===== src/design/ezat_consts.vh =====
// constants for the external zone access timing block
// assumes inclusion by the zone timing sequencer
`ifndef EZAT_CONSTS_VH
`define EZAT_CONSTS_VH
// register byte offsets (apb, one word each)
`define EZAT_OFF_ZONE_CFG0 12'h000
`define EZAT_OFF_CTRL 12'h020
`define EZAT_OFF_STATUS 12'h024
`define EZAT_OFF_LAST_WS 12'h028
`define EZAT_ZONE_STRIDE 12'h004
// zone_timing_config field positions
`define EZAT_RD_LEAD_LSB 0
`define EZAT_RD_ACT_LSB 2
`define EZAT_RD_TRAIL_LSB 5
`define EZAT_WR_LEAD_LSB 7
`define EZAT_WR_ACT_LSB 9
`define EZAT_WR_TRAIL_LSB 12
`define EZAT_READY_EN_BIT 14
`define EZAT_READY_ASYNC_BIT 15
`define EZAT_DOUBLE_BIT 16
`define EZAT_CFG_WIDTH 17
`define EZAT_CFG_RESET 17'h1FFFF
// control fields
`define EZAT_CTRL_DIV_BIT 0
// phase encodings
`define EZAT_PH_IDLE 2'h0
`define EZAT_PH_LEAD 2'h1
`define EZAT_PH_ACTIVE 2'h2
`define EZAT_PH_TRAIL 2'h3
`endif


===== src/design/ezat_phase_counter.v =====
// down counter that times one access phase in timing-clock ticks
// assumes tick is a one-cycle pulse on pclk marking each timing-clock edge
`timescale 1ns/100ps
`default_nettype none
module ezat_phase_counter #(
  parameter W = 5
) (
  input wire pclk,
  input wire presetn,
  input wire load,
  input wire [W-1:0] load_val,
  input wire tick,
  input wire hold,
  output wire done
);
  reg [W-1:0] cnt_ff;
  reg [W-1:0] nxt_cnt;

  // load wins; holding freezes the count while ready says wait
  always @* begin
    nxt_cnt = cnt_ff;
    if (load) begin
      nxt_cnt = load_val;
    end else if (tick && !hold && cnt_ff != {W{1'b0}}) begin
      nxt_cnt = cnt_ff - {{(W-1){1'b0}}, 1'b1};
    end
  end

  always @(posedge pclk or negedge presetn) begin
    if (!presetn) begin
      cnt_ff <= {W{1'b0}};
    end else begin
      cnt_ff <= nxt_cnt;
    end
  end

  // flags the last period even while held; the caller gates its advance
  // with hold, which keeps load and hold free of a loop through done
  assign done = tick && (cnt_ff <= {{(W-1){1'b0}}, 1'b1});
endmodule
`default_nettype wire


===== src/design/ezat_zone_sequencer.v =====
// zone access sequencer: lead, active and trail phases per zone timing config
// assumes an apb master for configuration and a simple request port from the core
`timescale 1ns/100ps
`default_nettype none
`include "ezat_consts.vh"
module ezat_zone_sequencer #(
  parameter ZONES = 8,
  parameter ZW = 3
) (
  input wire pclk,
  input wire presetn,
  input wire psel,
  input wire penable,
  input wire pwrite,
  input wire [11:0] paddr,
  input wire [31:0] pwdata,
  output reg [31:0] prdata,
  output wire pready,
  output wire pslverr,
  input wire acc_req,
  input wire acc_write,
  input wire [ZW-1:0] acc_zone,
  output wire acc_busy,
  output reg acc_done_ff,
  input wire external_ready_input,
  output reg zone_select_n_ff,
  output reg read_strobe_n_ff,
  output reg write_strobe_n_ff,
  output reg [ZW-1:0] zone_id_ff
);
  reg [`EZAT_CFG_WIDTH-1:0] cfg_ff [0:ZONES-1];
  reg div_ff;
  reg tick_ff;
  reg rdy_meta_ff;
  reg rdy_sync_ff;
  reg rdy_async_ff;
  reg [1:0] phase_ff;
  reg wr_ff;
  reg pend_ff;
  reg pend_wr_ff;
  reg [ZW-1:0] pend_zone_ff;
  reg [7:0] ws_ff;
  reg [7:0] last_ws_ff;
  reg [1:0] nxt_phase;
  reg [4:0] ld_val;
  reg ld;
  wire cnt_last;
  wire ph_end;
  wire [`EZAT_CFG_WIDTH-1:0] cur_cfg;
  wire use_rdy;
  wire rdy_now;
  wire wr_en;
  wire in_cfg;
  wire [ZW-1:0] cfg_idx;
  integer i;

  // apb slave: zero wait, errors on unmapped offsets
  assign pready = 1'b1;
  assign in_cfg = (paddr < (`EZAT_ZONE_STRIDE * ZONES)) && (paddr[1:0] == 2'b00);
  assign cfg_idx = paddr[ZW+1:2];
  assign pslverr = psel && penable && !(in_cfg || paddr == `EZAT_OFF_CTRL ||
                   paddr == `EZAT_OFF_STATUS || paddr == `EZAT_OFF_LAST_WS);
  assign wr_en = psel && penable && pwrite && !pslverr;

  // config storage, one word per zone; values stored as written
  always @(posedge pclk or negedge presetn) begin
    if (!presetn) begin
      for (i = 0; i < ZONES; i = i + 1) begin
        cfg_ff[i] <= `EZAT_CFG_RESET;
      end
      div_ff <= 1'b0;
    end else if (wr_en) begin
      if (in_cfg) begin
        cfg_ff[cfg_idx] <= pwdata[`EZAT_CFG_WIDTH-1:0];
      end else if (paddr == `EZAT_OFF_CTRL) begin
        div_ff <= pwdata[`EZAT_CTRL_DIV_BIT];
      end
    end
  end

  // read mux; reserved bits read zero
  always @* begin
    prdata = 32'h00000000;
    if (in_cfg) begin
      prdata[`EZAT_CFG_WIDTH-1:0] = cfg_ff[cfg_idx];
    end else if (paddr == `EZAT_OFF_CTRL) begin
      prdata[0] = div_ff;
    end else if (paddr == `EZAT_OFF_STATUS) begin
      prdata[1:0] = phase_ff;
      prdata[2] = pend_ff;
      prdata[3] = rdy_sync_ff;
    end else if (paddr == `EZAT_OFF_LAST_WS) begin
      prdata[7:0] = last_ws_ff;
    end
  end

  // timing-clock tick: every pclk, or every other pclk when divided
  always @(posedge pclk or negedge presetn) begin
    if (!presetn) begin
      tick_ff <= 1'b0;
    end else begin
      tick_ff <= div_ff ? !tick_ff : 1'b1;
    end
  end

  // ready pin passes two flops; async mode adds one more stage
  always @(posedge pclk or negedge presetn) begin
    if (!presetn) begin
      rdy_meta_ff <= 1'b0;
      rdy_sync_ff <= 1'b0;
      rdy_async_ff <= 1'b0;
    end else begin
      rdy_meta_ff <= external_ready_input;
      rdy_sync_ff <= rdy_meta_ff;
      rdy_async_ff <= rdy_sync_ff;
    end
  end

  assign cur_cfg = cfg_ff[zone_id_ff];
  assign use_rdy = cur_cfg[`EZAT_READY_EN_BIT];
  assign rdy_now = cur_cfg[`EZAT_READY_ASYNC_BIT] ? rdy_async_ff : rdy_sync_ff;

  wire act_last;
  wire stall;
  // stall only in the active phase's last period so the +1 period still counts
  assign act_last = tick_ff && (phase_ff == `EZAT_PH_ACTIVE) && cnt_last;
  // no ready sampling means no stall, so wait states stay zero
  assign stall = act_last && use_rdy && !rdy_now;
  // a phase ends on its last period unless ready holds it open
  assign ph_end = cnt_last && !stall;

  ezat_phase_counter #(.W(5)) u_cnt (
    .pclk(pclk),
    .presetn(presetn),
    .load(ld),
    .load_val(ld_val),
    .tick(tick_ff),
    .hold(stall),
    .done(cnt_last)
  );

  assign acc_busy = pend_ff || (phase_ff != `EZAT_PH_IDLE);

  // phase length for the next phase, doubled when selected
  function [4:0] plen;
    input [`EZAT_CFG_WIDTH-1:0] c;
    input w;
    input [1:0] ph;
    reg [2:0] v;
    begin
      v = 3'h0;
      case (ph)
        `EZAT_PH_LEAD: v = w ? {1'b0, c[`EZAT_WR_LEAD_LSB +: 2]} : {1'b0, c[`EZAT_RD_LEAD_LSB +: 2]};
        `EZAT_PH_ACTIVE: v = w ? c[`EZAT_WR_ACT_LSB +: 3] : c[`EZAT_RD_ACT_LSB +: 3];
        `EZAT_PH_TRAIL: v = w ? {1'b0, c[`EZAT_WR_TRAIL_LSB +: 2]} : {1'b0, c[`EZAT_RD_TRAIL_LSB +: 2]};
        default: v = 3'h0;
      endcase
      plen = c[`EZAT_DOUBLE_BIT] ? {1'b0, v, 1'b0} : {2'b00, v};
      if (ph == `EZAT_PH_ACTIVE) begin
        plen = plen + 5'h01; // active always carries one extra period
      end
    end
  endfunction

  // next phase; a zero-length lead or trail is skipped
  always @* begin
    nxt_phase = phase_ff;
    ld = 1'b0;
    ld_val = 5'h00;
    case (phase_ff)
      `EZAT_PH_IDLE: begin
        if (pend_ff && tick_ff) begin
          ld = 1'b1;
          ld_val = plen(cfg_ff[pend_zone_ff], pend_wr_ff, `EZAT_PH_LEAD);
          nxt_phase = `EZAT_PH_LEAD;
          if (ld_val == 5'h00) begin
            ld_val = plen(cfg_ff[pend_zone_ff], pend_wr_ff, `EZAT_PH_ACTIVE);
            nxt_phase = `EZAT_PH_ACTIVE;
          end
        end
      end
      `EZAT_PH_LEAD: begin
        if (ph_end) begin
          ld = 1'b1;
          ld_val = plen(cur_cfg, wr_ff, `EZAT_PH_ACTIVE);
          nxt_phase = `EZAT_PH_ACTIVE;
        end
      end
      `EZAT_PH_ACTIVE: begin
        if (ph_end) begin
          ld = 1'b1;
          ld_val = plen(cur_cfg, wr_ff, `EZAT_PH_TRAIL);
          nxt_phase = (ld_val == 5'h00) ? `EZAT_PH_IDLE : `EZAT_PH_TRAIL;
        end
      end
      `EZAT_PH_TRAIL: begin
        if (ph_end) begin
          nxt_phase = `EZAT_PH_IDLE;
        end
      end
      default: nxt_phase = `EZAT_PH_IDLE;
    endcase
  end

  // phase and strobes move on tick edges only; request capture and the done clear run every pclk
  always @(posedge pclk or negedge presetn) begin
    if (!presetn) begin
      phase_ff <= `EZAT_PH_IDLE;
      wr_ff <= 1'b0;
      pend_ff <= 1'b0;
      pend_wr_ff <= 1'b0;
      pend_zone_ff <= {ZW{1'b0}};
      zone_id_ff <= {ZW{1'b0}};
      ws_ff <= 8'h00;
      last_ws_ff <= 8'h00;
      acc_done_ff <= 1'b0;
      zone_select_n_ff <= 1'b1;
      read_strobe_n_ff <= 1'b1;
      write_strobe_n_ff <= 1'b1;
    end else begin
      acc_done_ff <= 1'b0;
      if (acc_req && !acc_busy) begin
        pend_ff <= 1'b1;
        pend_wr_ff <= acc_write;
        pend_zone_ff <= acc_zone;
      end
      phase_ff <= nxt_phase;
      if (stall) begin
        ws_ff <= ws_ff + 8'h01; // one extra period per not-ready sample
      end
      if (phase_ff == `EZAT_PH_IDLE && nxt_phase != `EZAT_PH_IDLE) begin
        pend_ff <= 1'b0;
        wr_ff <= pend_wr_ff;
        zone_id_ff <= pend_zone_ff; // this zone's config is used throughout
        ws_ff <= 8'h00;
        zone_select_n_ff <= 1'b0;
      end
      if (nxt_phase == `EZAT_PH_ACTIVE && phase_ff != `EZAT_PH_ACTIVE) begin
        read_strobe_n_ff <= (phase_ff == `EZAT_PH_IDLE) ? pend_wr_ff : wr_ff;
        write_strobe_n_ff <= (phase_ff == `EZAT_PH_IDLE) ? !pend_wr_ff : !wr_ff;
      end
      if (phase_ff == `EZAT_PH_ACTIVE && nxt_phase != `EZAT_PH_ACTIVE) begin
        read_strobe_n_ff <= 1'b1;
        write_strobe_n_ff <= 1'b1;
      end
      if (phase_ff != `EZAT_PH_IDLE && nxt_phase == `EZAT_PH_IDLE) begin
        zone_select_n_ff <= 1'b1;
        acc_done_ff <= 1'b1;
        last_ws_ff <= ws_ff;
      end
    end
  end
endmodule
`default_nettype wire


===== config.mk =====
export PLATFORM = sky130hd
export DESIGN_NAME = ezat_zone_sequencer
export DESIGN_NICKNAME = d
export VERILOG_FILES = /design/src/design/ezat_phase_counter.v /design/src/design/ezat_zone_sequencer.v
export VERILOG_INCLUDE_DIRS = /design/src /design/src/design
export SDC_FILE = /design/constraint.sdc
export NUM_CORES = 1
export LEC_CHECK = 0
export ABC_AREA = 1
export BUFFER_PORTS_ARGS = -buffer_cell sky130_fd_sc_hd__buf_4
export CAP_MARGIN = 30
export CORE_UTILIZATION = 36
export CTS_CLUSTER_DIAMETER = 60
export DETAILED_ROUTE_END_ITERATION = 10
export HOLD_SLACK_MARGIN = 0.05
export PLACE_DENSITY_LB_ADDON = 0.2
export SLEW_MARGIN = 40
export SYNTH_ARGS = -nofsm -noshare
export SYNTH_HDL_FRONTEND = slang
export SYNTH_SLANG_ARGS = --single-unit

===== constraint.sdc =====
create_clock -name pclk -period 2.8 [get_ports pclk]
set_clock_uncertainty 0.15 [all_clocks]
set_input_delay 0.42 -clock pclk [delete_from_list [all_inputs] [get_ports pclk]]
set_output_delay 0.42 -clock pclk [all_outputs]
set_load 0.1 [all_outputs]

==> results_dict.tcl <==
set metrics [dict create \
    die_h_um 176.2 \
    grtUsageTotal_pct 25.64 \
    fin_nets 1698 \
    min_path_type "input pin to register" \
    setup_viol 0 \
    synth_seq_cells 177 \
    slew_viol_final 0 \
    period_share_pct 97.93 \
    first_global_vias 10160 \
    reg2reg_to "zone_select_n_ff" \
    worstHoldStart "pwdata[8]" \
    drc 0 \
    grt_max_degree 57 \
    core_um2 29720 \
    syn_inst 1526 \
    fmax_ghz 0.3647 \
    wire_per_inst_um 19.25 \
    htreeDepth 4 \
    num_antenna_cells 0 \
    rr_worst_depth 13 \
    drt-initial-drc-count 1163 \
    clkSinkCount 177 \
    postSynthAreaPerCell_um2 7.155 \
    min_to "cfg_ff[8]" \
    path_class "input pin to output pin" \
    final_area_um2 13370 \
    async_flop_share_pct 100.0 \
    placed_area_um2 12530 \
    cp_max_fo 6 \
    status "finished, final reports clean" \
    rsz0062_at_grt "true" \
    clk_pin_slew_ps 80 \
    ys.warnings.count 0 \
    antenna_found_initial 0 \
    tns_ps 0 \
    crit_buf_inv 4 \
    io_pins 97 \
    die_area_um2 31030 \
    tightestPinTransition_ps 614.6 \
    syn2layout_area_growth_pct 22.45 \
    synth_area_um2 10920 \
    leakage_nw 6.166 \
    power.density_nw_per_um2 849.2 \
    seq_area_frac_synth_pct 42.16 \
    path_common_cell "buf_4" \
    ant_nets 0 \
    fin_crit_ps 2742 \
    reg2reg_from "pend_zone_ff[0]" \
    max_slew_margin_pct 58.98 \
    ys.flop_type "dfstp_2" \
    die_w_um 176.2 \
    io_buffers 65 \
    grt_pass1_wl_um 59730 \
    crit_chain "buf_4, nor2_2, clkinv_1, o221ai_1, o211ai_1, buf_4, o21ai_1, buf_4" \
    yosysUniqueCellTypes 43 \
    required_ps 2230 \
    gr-total-overflow 0 \
    vias 10820 \
    numCtsBuffers 17 \
    final-hold-violation-count 0 \
    viasPerCell 5.327 \
    r2r_slack_ps 60 \
    gp_congestion 0.9008 \
    initial_core_util_pct 36.74 \
    setup.worst_path.start_class "input pin" \
    wirelength_um 39100 \
    dp.final_hpwl_um 27630 \
    cp.arrival_ps 2170 \
    cts_root_buf "clkbuf_16" \
    drive_gt1_share_pct 26.02 \
    dr.pass1.iters 6 \
    crit_path_end_kind "output pin" \
    tritoncts "built" \
    synth_edf_count 0 \
    whs_ps 65.08 \
    peakVddDrop_uv 527.9 \
    insertion_delay_ps 450 \
    maxCapViolations 0 \
    clk_path_buf_depth 2 \
    max_stage_delay_ps 380 \
    crit_family "buffers and inverters" \
    slowest_stage "o221ai_1" \
    row_count 63 \
    min_delay_path_depth 3 \
]
-- cell families after synthesis --
group	count (synthesis)	share of synthesized area [%]
other	2	0.06879
xor gates and xnor gates	2	0.1605
muxes	1	0.1031
and+or+nand+nor	735	27.94
AOI/OAI and AO/OA	332	17.40
DFF	177	42.16
adders and majority gates	15	1.719
buffers and inverters	262	10.45
-- through the flow --
| stage | total power, mW | util, % | cells | setup slack, ps |
|---|---|---|---|---|
| final | 11.35 | 44.99 | 2031 | 57.92 |
| after global routing | 12.02 | 44.99 | 2031 | -127.9 |
| after CTS | 10.84 | 44.12 | 2023 | 13.17 |
| after detailed placement | 8.443 | 42.15 | 1989 | -123.9 |
| after global placement | 8.390 | 42.15 | 1989 | -71.63 |
| after floorplan | 6.426 | - | 1540 | -294.5 |
-- cells in the mapped netlist (4+ instances only) --
cell type	n	area share, %
ha_1	15	1.7
buf_4	26	1.8
buf_2	48	2.2
o21ai_0	149	6.8
dfrtp_1	38	8.7
dfstp_2	139	33
nand3_1	139	6.4
o21a_1	5	0.34
nor2_1	70	2.4
nor2_2	5	0.29
a221oi_1	6	0.48
o22ai_1	7	0.40
nand2_1	499	17
buf_1	4	0.14
a21oi_1	66	3.0
o221ai_1	13	1.0
nand4_1	6	0.34
clkbuf_1	37	1.3
o21ai_1	29	1.3
a211oi_1	5	0.34
inv_1	137	4.7
inv_2	8	0.28
o211ai_1	42	2.9
-- sequential cells by signal, indices dropped and copies added, names as in the netlist, 2 cells and up --
| register | cells |
|---|---|
| cfg_ff | 136 |
| last_ws_ff | 8 |
| pend_zone_ff | 3 |
| phase_ff | 2 |
| u_cnt.cnt_ff | 5 |
| ws_ff | 8 |
| zone_id_ff | 3 |
-- tightest hold or removal path: stages --
cell,delay [ps]
buf_4,140
nand2_1,60
nand2_1,40
-- report_power, final --
part	internal, mW	total [mW]	switching [mW]
Combinational	2.21	6.04	3.83
Sequential	2.77	2.98	0.205
Clock	1.17	2.34	1.17
-- layout make-up --
cell class                 count  area [µm²]
fill                        2992       16350
multi-input combinational   1101        5478
sequential                   177        4613
timing repair buffer         184        1659
inverter                     147       578.1
tap                          390       488.0
clock buffer                  19       432.9
clock inverter                13       120.1
-- placed cells by master, fill, tap and decap left out, types with 4 or more instances in the layout --
| cell type | netlist | final |
|---|---|---|
| a211oi_4 | 0 | 5 |
| a21oi_1 | 66 | 62 |
| a21oi_2 | 0 | 4 |
| a221oi_1 | 6 | 6 |
| buf_12 | 0 | 17 |
| buf_4 | 26 | 153 |
| buf_6 | 0 | 8 |
| clkbuf_16 | 0 | 18 |
| clkinvlp_4 | 0 | 4 |
| conb_1 | 2 | 16 |
| dfrtp_1 | 38 | 34 |
| dfstp_2 | 139 | 139 |
| ha_1 | 15 | 11 |
| inv_1 | 137 | 132 |
| inv_2 | 8 | 8 |
| inv_6 | 0 | 5 |
| nand2_1 | 499 | 488 |
| nand2_2 | 1 | 10 |
| nand3_1 | 139 | 133 |
| nand3_2 | 3 | 7 |
| nand4_1 | 6 | 6 |
| nor2_1 | 70 | 63 |
| nor2_2 | 5 | 8 |
| nor2_4 | 1 | 5 |
| o211ai_1 | 42 | 42 |
| o21a_1 | 5 | 5 |
| o21ai_0 | 149 | 138 |
| o21ai_1 | 29 | 39 |
| o221ai_1 | 13 | 13 |
| o22ai_1 | 7 | 6 |
-- worst max path at each step --
stage | start | endpoint | slack, ps | cells past startpoint
floorplan | paddr[2] | prdata[1] | -290 | 5
global placement | zone_id_ff[0] | ws_ff[0] | -70 | 20
detailed placement | zone_id_ff[0] | ws_ff[0] | -120 | 20
CTS | zone_id_ff[0] | ws_ff[0] | 10 | 20
global route | pend_zone_ff[0] | read_strobe_n_ff | -130 | 17
finish | paddr[3] | prdata[6] | 60 | 8
-- metal layers --
metal	track usage [%]	up-vias	routed length, µm
li1	-	5151	-
met1	34.98	5148	17220
met2	39.99	433	17610
met3	4.070	88	2728
met4	11.27	0	1542
met5	0	-	0
-- what timing repair did --
| item | CTS | global route |
|---|---|---|
| resized for setup | 4 | 54 |
| endpoints found under the hold margin | 14 | 0 |
| endpoints found under the setup margin | 14 | 26 |
| gates cloned | 0 | 2 |
| buffers inserted | 0 | 6 |
| pin swaps | 0 | 11 |
| hold buffers | 2 | 0 |
Power figures use the tool's default switching activity.
